<file path="src/dmaioc_pkg.sv">
// Constants, field layout and state types for the DMA I/O-mode channel pair
package dmaioc_pkg;

  // Channel pair: index 0 is the A channel, index 1 the B channel
  localparam int CH_N = 2;

  // AXI4-Lite address layout: bits [5:4] pick channel or status, [3:2] the word
  localparam int AXI_AW = 6;
  localparam logic [1:0] OFS_MEM_ADDR = 2'h0;
  localparam logic [1:0] OFS_IO_ADDR = 2'h1;
  localparam logic [1:0] OFS_COUNT = 2'h2;
  localparam logic [1:0] OFS_CTRL = 2'h3;
  localparam logic [1:0] BLK_STATUS = 2'h2;
  localparam logic [1:0] RESP_OKAY = 2'b00;
  localparam logic [1:0] RESP_SLVERR = 2'b10;

  // Control word field positions
  localparam int CTRL_W = 15;
  localparam int CTRL_XE = 0;
  localparam int CTRL_IE = 1;
  localparam int CTRL_SZ = 2;
  localparam int CTRL_MDIR = 3;
  localparam int CTRL_MSTEP = 4;
  localparam int CTRL_MODE_LSB = 5;
  localparam int CTRL_ACT_LSB = 8;
  localparam int CTRL_MXE = 11;
  localparam int CTRL_TMS = 12;
  localparam int CTRL_DSTEP = 13;
  localparam int CTRL_DDIR = 14;

  // Reset values
  localparam logic [CTRL_W-1:0] CTRL_RESET = 15'h0000;
  localparam logic [23:0] ADDR_RESET = 24'h000000;
  localparam logic [7:0] IO_RESET = 8'h00;
  localparam logic [15:0] COUNT_RESET = 16'h0000;

  // Address and counter constants
  localparam logic [15:0] IO_ADDR_HIGH = 16'hFFFF;
  localparam logic [23:0] STEP_BYTE = 24'h000001;
  localparam logic [23:0] STEP_WORD = 24'h000002;
  localparam logic [15:0] COUNT_ONE = 16'h0001;

  // Activation select codes
  localparam logic [2:0] ACT_TMR0 = 3'b000;
  localparam logic [2:0] ACT_TMR1 = 3'b001;
  localparam logic [2:0] ACT_TMR2 = 3'b010;
  localparam logic [2:0] ACT_ADC = 3'b011;
  localparam logic [2:0] ACT_SER_TX = 3'b100;
  localparam logic [2:0] ACT_SER_RX = 3'b101;
  localparam logic [2:0] ACT_EXT_FALL = 3'b110;
  localparam logic [2:0] ACT_EXT_LOW = 3'b111;
  localparam logic [2:0] ACT_AUTO_BURST = 3'b000;
  localparam logic [2:0] ACT_AUTO_STEAL = 3'b010;

  // Channel modes; other codes leave the channel idle
  typedef enum logic [2:0] {
    DM_IO = 3'b000,
    DM_IDLE = 3'b001,
    DM_REPEAT = 3'b010,
    DM_NORMAL = 3'b100,
    DM_BLOCK = 3'b101
  } dmaioc_mode_e;

  // Transfer engine states
  typedef enum logic {
    ST_IDLE = 1'b0,
    ST_XFER = 1'b1
  } dmaioc_state_e;

endpackage : dmaioc_pkg

</file>
<file path="src/dmaioc_top.sv">
// DMA channel pair: I/O, idle, repeat, normal and block modes with AXI4-Lite registers
// Functional notes
// - Block codes 000-011 pick timers, converter end
// - Block code 110 external falling edge; others unusable
// - Shared trigger serviced by fixed channel priority
// - Full address mode pairs A with B
// - I/O mode moves one item per request
// - Receive-full or converter end moves I/O to memory
// - Memory address steps once per item
// - I/O address low byte, upper bits ones
// - Counter decrements; zero clears transfer enable
// - Termination raises interrupt when enabled
// - Starting count zero means 65,536 transfers
// - I/O mode activation sources: timers, serial, converter, pin on B only
// - Idle mode keeps both addresses fixed
// - Repeat mode reloads address, count; no interrupt
// - Normal auto-request starts on setup alone
// - Cycle-steal releases bus after each item
// - Burst holds bus unless preempted
// - Block mode restores block address per block
// - Step is one for bytes, two words
// - Transfer only with both enables set
// - NMI clears master enable, suspending transfer
module dmaioc_top
  import dmaioc_pkg::*;
(
  input wire logic clk,
  input wire logic resetn,
  input wire logic [AXI_AW-1:0] s_axi_awaddr,
  input wire logic s_axi_awvalid,
  output logic s_axi_awready,
  input wire logic [31:0] s_axi_wdata,
  input wire logic [3:0] s_axi_wstrb,
  input wire logic s_axi_wvalid,
  output logic s_axi_wready,
  output logic [1:0] s_axi_bresp,
  output logic s_axi_bvalid,
  input wire logic s_axi_bready,
  input wire logic [AXI_AW-1:0] s_axi_araddr,
  input wire logic s_axi_arvalid,
  output logic s_axi_arready,
  output logic [31:0] s_axi_rdata,
  output logic [1:0] s_axi_rresp,
  output logic s_axi_rvalid,
  input wire logic s_axi_rready,
  input wire logic [2:0] tmr_match_a,
  input wire logic ser_tx_empty,
  input wire logic ser_rx_full,
  input wire logic adc_conv_end,
  input wire logic ext_xfer_request_n,
  input wire logic nmi_event,
  input wire logic bus_preempt,
  output logic dma_bus_req,
  output logic dma_xfer_valid,
  output logic [23:0] dma_src_addr,
  output logic [23:0] dma_dst_addr,
  output logic dma_word,
  output logic dma_chan,
  input wire logic dma_xfer_ack,
  output logic [CH_N-1:0] xfer_end_irq
);

  // Activation decode, shared by both channels
  function automatic logic act_event(input logic [2:0] mode, input logic [2:0] sel,
                                     input logic is_b, input logic [7:0] ev);
    logic hit;
    hit = 1'b0;
    if (mode == DM_NORMAL)
    begin
      if (sel == ACT_AUTO_BURST || sel == ACT_AUTO_STEAL)
        hit = 1'b1;
      else if (sel == ACT_EXT_FALL || sel == ACT_EXT_LOW)
        hit = ev[sel];
    end
    else if (mode == DM_BLOCK)
    begin
      // timer A matches and converter end
      if (sel <= ACT_ADC)
        hit = ev[sel];
      // only falling edge of the pin; rest ignored
      else if (sel == ACT_EXT_FALL)
        hit = ev[sel];
    end
    else
    begin
      // short modes take every listed source; pin only on B
      if (sel <= ACT_SER_RX)
        hit = ev[sel];
      else if (sel == ACT_EXT_FALL)
        hit = is_b & ev[sel];
    end
    return hit;
  endfunction : act_event

  // Byte-lane merge for register writes
  function automatic logic [31:0] merge_strb(input logic [31:0] old, input logic [31:0] data,
                                             input logic [3:0] strb);
    logic [31:0] res;
    res = old;
    for (int i = 0; i < 4; i++)
    begin
      if (strb[i])
        res[i*8 +: 8] = data[i*8 +: 8];
    end
    return res;
  endfunction : merge_strb

  logic [23:0] mem_addr [CH_N];
  logic [23:0] start_addr [CH_N];
  logic [7:0] io_low [CH_N];
  logic [15:0] count [CH_N];
  logic [15:0] start_count [CH_N];
  logic [CTRL_W-1:0] ctrl [CH_N];
  logic [CH_N-1:0] pend;
  logic [CH_N-1:0] next_pend;
  dmaioc_state_e state;
  logic cur_ch;
  logic ext_s1, ext_s2, ext_s3;
  logic ext_lvl;
  logic ext_fall;
  logic [AXI_AW-1:0] aw_q;
  logic [31:0] w_data_q;
  logic [3:0] w_strb_q;

  // External pin: three flops, a change counts once stages 2 and 3 agree
  always_ff @(posedge clk or negedge resetn)
  begin
    if (!resetn)
    begin
      ext_s1 <= 1'b1;
      ext_s2 <= 1'b1;
      ext_s3 <= 1'b1;
      ext_lvl <= 1'b1;
      ext_fall <= 1'b0;
    end
    else
    begin
      ext_s1 <= ext_xfer_request_n;
      ext_s2 <= ext_s1;
      ext_s3 <= ext_s2;
      if (ext_s2 == ext_s3)
        ext_lvl <= ext_s3;
      ext_fall <= ext_lvl & (ext_s2 == ext_s3) & ~ext_s3;
    end
  end

  logic [7:0] ev;
  assign ev = {~ext_lvl, ext_fall, ser_rx_full, ser_tx_empty, adc_conv_end, tmr_match_a};

  // Full address mode is owned by the A channel
  logic full;
  assign full = (ctrl[0][CTRL_MODE_LSB +: 3] == DM_NORMAL)
              || (ctrl[0][CTRL_MODE_LSB +: 3] == DM_BLOCK);

  logic [2:0] mode_w [CH_N];
  logic [2:0] act_w [CH_N];
  logic [CH_N-1:0] en_w;
  logic [CH_N-1:0] trig_w;
  logic [CH_N-1:0] mode_ok;

  // Per-channel enable and trigger decode
  for (genvar c = 0; c < CH_N; c++)
  begin : g_chan
    assign mode_w[c] = ctrl[c][CTRL_MODE_LSB +: 3];
    assign act_w[c] = ctrl[c][CTRL_ACT_LSB +: 3];
    // B follows A in full mode and may not run full itself
    assign mode_ok[c] = (c == 0) ? (full || mode_w[c] == DM_IO || mode_w[c] == DM_IDLE
                                    || mode_w[c] == DM_REPEAT)
                                 : (!full && (mode_w[c] == DM_IO || mode_w[c] == DM_IDLE
                                    || mode_w[c] == DM_REPEAT));
    // both enable bits must be set
    assign en_w[c] = ctrl[c][CTRL_XE] & ctrl[c][CTRL_MXE] & mode_ok[c];
    assign trig_w[c] = act_event(mode_w[c], act_w[c], 1'(c), ev);
  end

  // Granted channel: A before B
  logic grant;
  logic go;
  // fixed priority when one source starts both
  assign grant = ~(pend[0] & en_w[0]);
  assign go = |(pend & en_w);

  // Source and destination for the granted channel
  logic g_full;
  logic g_rx;
  logic [23:0] g_io;
  logic [23:0] g_src;
  logic [23:0] g_dst;
  assign g_full = (grant == 1'b0) && full;
  // receive-full and converter end move I/O to memory
  assign g_rx = (act_w[grant] == ACT_SER_RX) || (act_w[grant] == ACT_ADC);
  // fixed I/O address, upper bits all ones
  assign g_io = {IO_ADDR_HIGH, io_low[grant]};
  assign g_src = g_full ? mem_addr[0] : (g_rx ? g_io : mem_addr[grant]);
  assign g_dst = g_full ? mem_addr[1] : (g_rx ? mem_addr[grant] : g_io);

  // Current-item decode, valid while an item is on the bus
  logic [CTRL_W-1:0] cc;
  logic [2:0] cc_mode;
  logic [23:0] step;
  logic [23:0] m_step;
  logic [23:0] a_step;
  logic [23:0] b_step;
  logic [15:0] cnt_dec;
  logic cnt_last;
  logic blk_last;
  logic item_done;
  logic finish;
  logic item_end;
  logic burst;
  assign cc = ctrl[cur_ch];
  assign cc_mode = cc[CTRL_MODE_LSB +: 3];
  // one for bytes, two for words
  assign step = cc[CTRL_SZ] ? STEP_WORD : STEP_BYTE;
  // memory address steps in its set direction
  assign m_step = cc[CTRL_MDIR] ? mem_addr[cur_ch] - step : mem_addr[cur_ch] + step;
  assign a_step = !cc[CTRL_MSTEP] ? mem_addr[0]
                : (cc[CTRL_MDIR] ? mem_addr[0] - step : mem_addr[0] + step);
  assign b_step = !cc[CTRL_DSTEP] ? mem_addr[1]
                : (cc[CTRL_DDIR] ? mem_addr[1] - step : mem_addr[1] + step);
  // zero wraps to all ones, giving 65,536 items
  assign cnt_dec = count[cur_ch] - COUNT_ONE;
  assign cnt_last = (count[cur_ch] == COUNT_ONE);
  assign blk_last = (count[1] == COUNT_ONE);
  assign item_done = (state == ST_XFER) && dma_xfer_ack;
  // last item ends the run; repeat never ends
  assign finish = item_done && cnt_last && (cc_mode != DM_REPEAT)
                && ((cc_mode != DM_BLOCK) || blk_last);
  // block request stays pending until the block is done
  assign item_end = item_done && ((cc_mode != DM_BLOCK) || cnt_last);
  assign burst = (cc_mode == DM_NORMAL) && (cc[CTRL_ACT_LSB +: 3] == ACT_AUTO_BURST);

  // Pending requests; a trigger in the clearing cycle is kept
  for (genvar c = 0; c < CH_N; c++)
  begin : g_pend
    assign next_pend[c] = en_w[c] & (trig_w[c] | (pend[c] & ~(item_end && cur_ch == 1'(c))));
  end

  // Transfer engine
  always_ff @(posedge clk or negedge resetn)
  begin
    if (!resetn)
    begin
      state <= ST_IDLE;
      pend <= '0;
      cur_ch <= 1'b0;
      dma_xfer_valid <= 1'b0;
      dma_bus_req <= 1'b0;
      dma_src_addr <= ADDR_RESET;
      dma_dst_addr <= ADDR_RESET;
      dma_word <= 1'b0;
      dma_chan <= 1'b0;
      xfer_end_irq <= '0;
    end
    else
    begin
      pend <= next_pend;
      // pulse at termination when its enable is set
      xfer_end_irq <= '0;
      xfer_end_irq[cur_ch] <= finish & cc[CTRL_IE];
      unique case (state)
        ST_IDLE:
        begin
          dma_bus_req <= go;
          if (go)
          begin
            state <= ST_XFER;
            cur_ch <= grant;
            dma_chan <= grant;
            dma_xfer_valid <= 1'b1;
            dma_src_addr <= g_src;
            dma_dst_addr <= g_dst;
            dma_word <= ctrl[grant][CTRL_SZ];
          end
        end
        ST_XFER:
        begin
          if (dma_xfer_ack)
          begin
            state <= ST_IDLE;
            dma_xfer_valid <= 1'b0;
            // cycle-steal drops the bus after each item
            // burst keeps it unless done or preempted
            dma_bus_req <= burst & ~finish & ~bus_preempt;
          end
        end
      endcase
    end
  end

  // AXI write side decode
  logic have_aw;
  logic have_w;
  logic do_write;
  logic wr_ok;
  logic [1:0] wr_blk;
  logic [1:0] wr_idx;
  logic [31:0] wr_old;
  logic [31:0] wr_val;
  assign have_aw = ~s_axi_awready;
  assign have_w = ~s_axi_wready;
  assign do_write = have_aw & have_w & ~s_axi_bvalid;
  assign wr_blk = aw_q[5:4];
  assign wr_idx = aw_q[3:2];
  assign wr_ok = (wr_blk < BLK_STATUS) && (aw_q[1:0] == 2'b00);
  assign wr_old = (wr_idx == OFS_MEM_ADDR) ? {8'h00, mem_addr[wr_blk[0]]}
                : (wr_idx == OFS_IO_ADDR) ? {24'h000000, io_low[wr_blk[0]]}
                : (wr_idx == OFS_COUNT) ? {16'h0000, count[wr_blk[0]]}
                : {17'h00000, ctrl[wr_blk[0]]};
  assign wr_val = merge_strb(wr_old, w_data_q, w_strb_q);

  // Channel registers: engine update first, software write overrides, NMI last
  always_ff @(posedge clk or negedge resetn)
  begin
    if (!resetn)
    begin
      for (int c = 0; c < CH_N; c++)
      begin
        mem_addr[c] <= ADDR_RESET;
        start_addr[c] <= ADDR_RESET;
        io_low[c] <= IO_RESET;
        count[c] <= COUNT_RESET;
        start_count[c] <= COUNT_RESET;
        ctrl[c] <= CTRL_RESET;
      end
    end
    else
    begin
      if (item_done)
      begin
        count[cur_ch] <= cnt_dec;
        if (cc_mode == DM_IO)
          mem_addr[cur_ch] <= m_step;
        // idle mode leaves both addresses alone
        // repeat reloads address and count at the end
        if (cc_mode == DM_REPEAT)
        begin
          mem_addr[cur_ch] <= cnt_last ? start_addr[cur_ch] : m_step;
          if (cnt_last)
            count[cur_ch] <= start_count[cur_ch];
        end
        if (cc_mode == DM_NORMAL || cc_mode == DM_BLOCK)
        begin
          mem_addr[0] <= a_step;
          mem_addr[1] <= b_step;
        end
        // end of block restores the block area address
        if (cc_mode == DM_BLOCK && cnt_last)
        begin
          count[0] <= start_count[0];
          count[1] <= count[1] - COUNT_ONE;
          if (cc[CTRL_TMS])
            mem_addr[0] <= start_addr[0];
          else
            mem_addr[1] <= start_addr[1];
        end
        if (finish)
          ctrl[cur_ch][CTRL_XE] <= 1'b0;
      end
      if (do_write && wr_ok)
      begin
        unique case (wr_idx)
          OFS_MEM_ADDR:
          begin
            mem_addr[wr_blk[0]] <= wr_val[23:0];
            start_addr[wr_blk[0]] <= wr_val[23:0];
          end
          OFS_IO_ADDR: io_low[wr_blk[0]] <= wr_val[7:0];
          OFS_COUNT:
          begin
            count[wr_blk[0]] <= wr_val[15:0];
            start_count[wr_blk[0]] <= wr_val[15:0];
          end
          OFS_CTRL: ctrl[wr_blk[0]] <= wr_val[CTRL_W-1:0];
        endcase
      end
      // NMI suspends every channel; setting it again resumes
      if (nmi_event)
      begin
        for (int c = 0; c < CH_N; c++)
          ctrl[c][CTRL_MXE] <= 1'b0;
      end
    end
  end

  // AXI write handshake; address and data taken in either order
  always_ff @(posedge clk or negedge resetn)
  begin
    if (!resetn)
    begin
      s_axi_awready <= 1'b1;
      s_axi_wready <= 1'b1;
      s_axi_bvalid <= 1'b0;
      s_axi_bresp <= RESP_OKAY;
      aw_q <= '0;
      w_data_q <= 32'h00000000;
      w_strb_q <= 4'h0;
    end
    else
    begin
      if (s_axi_awvalid && s_axi_awready)
      begin
        aw_q <= s_axi_awaddr;
        s_axi_awready <= 1'b0;
      end
      if (s_axi_wvalid && s_axi_wready)
      begin
        w_data_q <= s_axi_wdata;
        w_strb_q <= s_axi_wstrb;
        s_axi_wready <= 1'b0;
      end
      if (do_write)
      begin
        s_axi_bvalid <= 1'b1;
        s_axi_bresp <= wr_ok ? RESP_OKAY : RESP_SLVERR;
      end
      if (s_axi_bvalid && s_axi_bready)
      begin
        s_axi_bvalid <= 1'b0;
        s_axi_awready <= 1'b1;
        s_axi_wready <= 1'b1;
      end
    end
  end

  // Read decode; status shows engine state for software polling
  logic [1:0] rd_blk;
  logic [1:0] rd_idx;
  logic rd_ok;
  logic [31:0] rd_chan;
  logic [31:0] rd_word;
  assign rd_blk = s_axi_araddr[5:4];
  assign rd_idx = s_axi_araddr[3:2];
  assign rd_ok = (rd_blk <= BLK_STATUS) && (s_axi_araddr[1:0] == 2'b00)
               && ((rd_blk != BLK_STATUS) || (rd_idx == 2'b00));
  assign rd_chan = (rd_idx == OFS_MEM_ADDR) ? {8'h00, mem_addr[rd_blk[0]]}
                 : (rd_idx == OFS_IO_ADDR) ? {24'h000000, io_low[rd_blk[0]]}
                 : (rd_idx == OFS_COUNT) ? {16'h0000, count[rd_blk[0]]}
                 : {17'h00000, ctrl[rd_blk[0]]};
  assign rd_word = !rd_ok ? 32'h00000000
                 : (rd_blk == BLK_STATUS) ? {25'h0000000, full, cur_ch, state == ST_XFER,
                                             pend, en_w}
                 : rd_chan;

  // AXI read handshake, data one cycle after the address
  always_ff @(posedge clk or negedge resetn)
  begin
    if (!resetn)
    begin
      s_axi_arready <= 1'b1;
      s_axi_rvalid <= 1'b0;
      s_axi_rdata <= 32'h00000000;
      s_axi_rresp <= RESP_OKAY;
    end
    else if (s_axi_arvalid && s_axi_arready)
    begin
      s_axi_arready <= 1'b0;
      s_axi_rvalid <= 1'b1;
      s_axi_rdata <= rd_word;
      s_axi_rresp <= rd_ok ? RESP_OKAY : RESP_SLVERR;
    end
    else if (s_axi_rvalid && s_axi_rready)
    begin
      s_axi_rvalid <= 1'b0;
      s_axi_arready <= 1'b1;
    end
  end

endmodule : dmaioc_top

</file>
<file path="config.mk">
export PLATFORM = sky130hd
export DESIGN_NAME = dmaioc_top
export DESIGN_NICKNAME = d
export VERILOG_FILES = /design/src/dmaioc_pkg.sv /design/src/dmaioc_top.sv
export SDC_FILE = /design/constraint.sdc
export NUM_CORES = 1
export LEC_CHECK = 0
export BUFFER_PORTS_ARGS = -buffer_cell sky130_fd_sc_hd__buf_2
export CORE_MARGIN = 5
export CORE_UTILIZATION = 55
export DETAILED_ROUTE_END_ITERATION = 8
export HOLD_SLACK_MARGIN = 0.06
export PLACE_DENSITY_LB_ADDON = 0.15
export SYNTH_ARGS = -nofsm -noshare
export SYNTH_HDL_FRONTEND = slang
export SYNTH_SLANG_ARGS = --single-unit
</file>
<file path="constraint.sdc">
create_clock -name clk -period 8.8 [get_ports clk]
set_input_delay 1.32 -clock clk [delete_from_list [all_inputs] [get_ports clk]]
set_output_delay 1.32 -clock clk [all_outputs]
set_load 0.1 [all_outputs]
</file>
==> results.rst <==
.. list-table::
   :header-rows: 1

   * - Metric
     - Value
   * - Number of fillers in the final layout
     - 3836
   * - Routed Wire Length
     - a little over 90 mm
   * - Antenna-violating nets left
     - 0
   * - Number of top-level design ports
     - between 150 and 200
   * - Number of H-tree levels
     - 2
   * - Maximum number of pins on one net before global-route repair
     - 165
   * - Number of vias per cell after detailed routing
     - ~6.9
   * - Clock transition at the register clock pins on the worst setup and hold paths after CTS
     - ~0.07 ns
   * - Overall Global Routing Usage
     - a little under two fifths
   * - CP Class
     - reg2reg
   * - Number of nets at the end of the flow
     - 2959
   * - Tightest Pin Transition
     - 1.55 ns
   * - Count of endpoints failing hold in the final timing report
     - 0
   * - Port Buffers
     - 140
   * - EDFF count, synth
     - 0
   * - Launching point of the worst reg2reg path
     - cur_ch
   * - Clock latency at the later pin of the worst-skew pair
     - around 0.57 ns
   * - Weighted congestion at the end of routability-driven global placement
     - 1.01
   * - Number of vias in the routed layout
     - 23800
   * - Worst Hold Margin
     - 0.358 ns
   * - Final critical-path share of the clock period
     - 59.6%
   * - Reg area
     - roughly 8300 um^2
   * - Aggregate negative setup slack
     - 0 ns
   * - Commonest cells in the netlist
     - nand2_1, dfrtp_1, o21ai_0, nor2_1, a21oi_1
   * - Number of DRC markers after the initial detailed-route iteration
     - 3072
   * - Number of hold buffers added after CTS
     - 0
   * - IR drop worst, VDD
     - between 200 and 250 uV
   * - Count of final setup violators
     - 0
   * - Half-perimeter wire length after placement
     - 63.8 mm
   * - Initial core utilization
     - 55.6%
   * - Ratio of cells with drive above 1 in the final layout
     - 17.3%
   * - Slew headroom
     - -3.53%
   * - Die Wd
     - 219 um
   * - Violations in the final reports
     - max-capacitance violations, max-slew violations
   * - Ys flop type
     - dfrtp_1
   * - Cell area after synthesis
     - ~24000 um^2
   * - FF-to-FF path depth
     - 13
   * - Min-delay worst type
     - reg2reg
   * - Antenna violations before repair
     - 2
   * - Worst EP arrival
     - 5.66 ns
   * - Average routed wire per standard cell
     - 26.4 um
   * - Endpoint of the most critical register-to-register path
     - mem_addr[22]
   * - Share of the synthesized area in the top cell type
     - 33.9%
   * - Share of synthesized flip-flops with an asynchronous set or reset
     - 100%
   * - Area added between synthesis and finish
     - 10.7%
   * - Synth top area cells
     - dfrtp_1, nand2_1, mux2_2
   * - CTS tree
     - built
   * - # Max-Cap Violations
     - 1
   * - Synth cell types
     - 101
   * - Placement Rows
     - 76
   * - Max FO, Critical Path
     - between 40 and 50
   * - Critical path capture point type
     - flop
   * - N_diodes
     - 0
   * - Critical path launch point type
     - flop
   * - Maximum frequency from static timing analysis
     - 191 MHz
   * - Slew Viols, Final
     - 8
   * - Register-to-register path setup slack
     - 3.55 ns
   * - Via count of the first global-routing pass
     - 22700
   * - RSZ-0062 raised after global routing
     - no
   * - Leading cell type by number of instances after synthesis
     - nand2_1
   * - Number of clock buffers inserted by TritonCTS
     - 39
   * - Run status
     - finished with violations
   * - Placed insts
     - 3363
   * - Syn avg cell area
     - 8.64 um^2
   * - Post-synthesis cell type with the largest combined area
     - dfrtp_1
   * - Gate Count Post-Synth
     - 2778
   * - Post-route clock skew
     - 0.0123 ns
   * - Resized Gates After CTS
     - 0
   * - Post-synthesis sequential element count
     - 332
   * - Startpoint of the most critical hold path
     - ext_s1
   * - Die Span Y
     - approximately 220 um
   * - DIE AREA
     - 47900 um^2
   * - Setup bufs post-CTS
     - 0
   * - Number of remaining DRC errors
     - 0
   * - Footprint of the multi-input gates
     - 14700 um^2
   * - Global-route wire length before repair
     - between 100 and 150 mm
   * - Power per Cell Area
     - 351 nW/um^2
   * - Worst setup path endpoint
     - mem_addr[22]
   * - Leakage Power
     - 11.7 nW
   * - Min cycle time layout
     - 5.25 ns
   * - Synth Warn #
     - 0
   * - Buffer cell driving the clock tree root
     - clkbuf_16
   * - Share of the yosys chip area belonging to registers
     - between 30 and 40%
   * - Worst Path Required
     - 9.22 ns
   * - Crit path launch
     - cur_ch
   * - Final Non-Filler Cells
     - 3434
   * - 1st-pass router iterations
     - 7
   * - Max clock buf depth
     - 3
   * - Congestion Overflow GR
     - 0
   * - Placeable core region
     - between 40000 and 50000 um^2
   * - Count of clock tree sinks
     - 332
==> how the worst min path moves through the flow <==
stage          slack (ns)      to  depth (start not counted)
3_5_place_dp         0.35  ext_s2                          0
2_1_floorplan        0.35  ext_s2                          0
6_report             0.36  ext_s2                          0
4_1_cts              0.36  ext_s2                          0
5_1_grt              0.36  ext_s2                          0
3_3_place_gp         0.35  ext_s2                          0
==> layer usage <==
metal	vias to the layer above	global-route usage, %	share of wire, %
li1	10400	-	-
met1	11400	51.3	39
met2	1677	54.7	43
met3	294	11.3	14
met4	2	16.5	5.0
met5	-	0	0.014
==> state kept, by name, indices dropped and copies added, names as in the netlist, 2 cells and up <==
| name | cells |
|---|---|
| aw_q | 6 |
| start_addr | 48 |
| start_count | 32 |
| w_data_q | 24 |
| io_low | 16 |
| dma_src_addr | 24 |
| ctrl | 24 |
| pend | 2 |
| count | 32 |
| w_strb_q | 3 |
| s_axi_rdata | 24 |
| dma_dst_addr | 24 |
| xfer_end_irq | 2 |
| mem_addr | 48 |
| act_w | 6 |
==> critical path, cell delays in order (launching register included) <==
cell	delay (ns)
dfrtp_4	0.68
mux2i_1	0.86
inv_1	0.23
buf_4	0.39
ha_1	0.45
o21a_1	0.18
o311ai_1	0.16
a311oi_1	0.67
o211ai_1	0.32
a31oi_1	0.31
o211ai_1	0.25
a211o_1	0.33
o311ai_1	0.10
a41oi_1	0.16
==> kinds of logic (layout without fill, tap and decap cells) <==
kind of cell	after synthesis	count (layout)	synth area share [%]
muxes	249	249	13.5
DFF	332	332	34.6
and+or+nand+nor	918	918	17.1
AOI/OAI and AO/OA	887	887	24.1
adders and majority gates	75	75	3.93
xor gates and xnor gates	61	61	2.23
buffers and inverters	255	317	4.47
other	1	10	0.0156
==> power breakdown <==
group          switching, mW  internal, mW  total, mW
clock                  0.713          1.18       1.90
sequential             0.863          1.99       2.86
combinational           2.84          1.73       4.57
total                   4.41          4.91       9.32
==> cell type report <==
class	count	share of cell area (%)
clock buffers	45	3.95
clock inverters	25	1.63
inverters	50	0.707
multi-input cells	2200	55.3
flip-flops and latches	332	31.3
well taps	585	2.76
repair buffers	197	4.32
==> cells in the final DEF (no fill, tap or decap), types with 54 or more instances in the layout <==
master	count
nand2_1	456
o22ai_1	54
nor3_1	61
o21ai_0	208
buf_4	55
ha_1	73
buf_2	140
dfrtp_1	323
mux2i_1	80
a21oi_1	175
nor2_1	193
mux2_2	118
==> through the flow <==
| step | setup WS [ns] | power (mW) | utilization, % | area [um^2] |
|---|---|---|---|---|
| floorplan | 3.53 | 5.68 | - | 24000 |
| global placement | 3.81 | 7.11 | 58.1 | 25100 |
| detailed placement | 3.74 | 7.21 | 58.1 | 25100 |
| CTS | 3.72 | 9.13 | 61.5 | 26600 |
| global route | 3.43 | 9.75 | 61.5 | 26600 |
| finish | 3.55 | 9.32 | 61.5 | 26600 |
No activity file was read; power rests on OpenSTA's default activity.
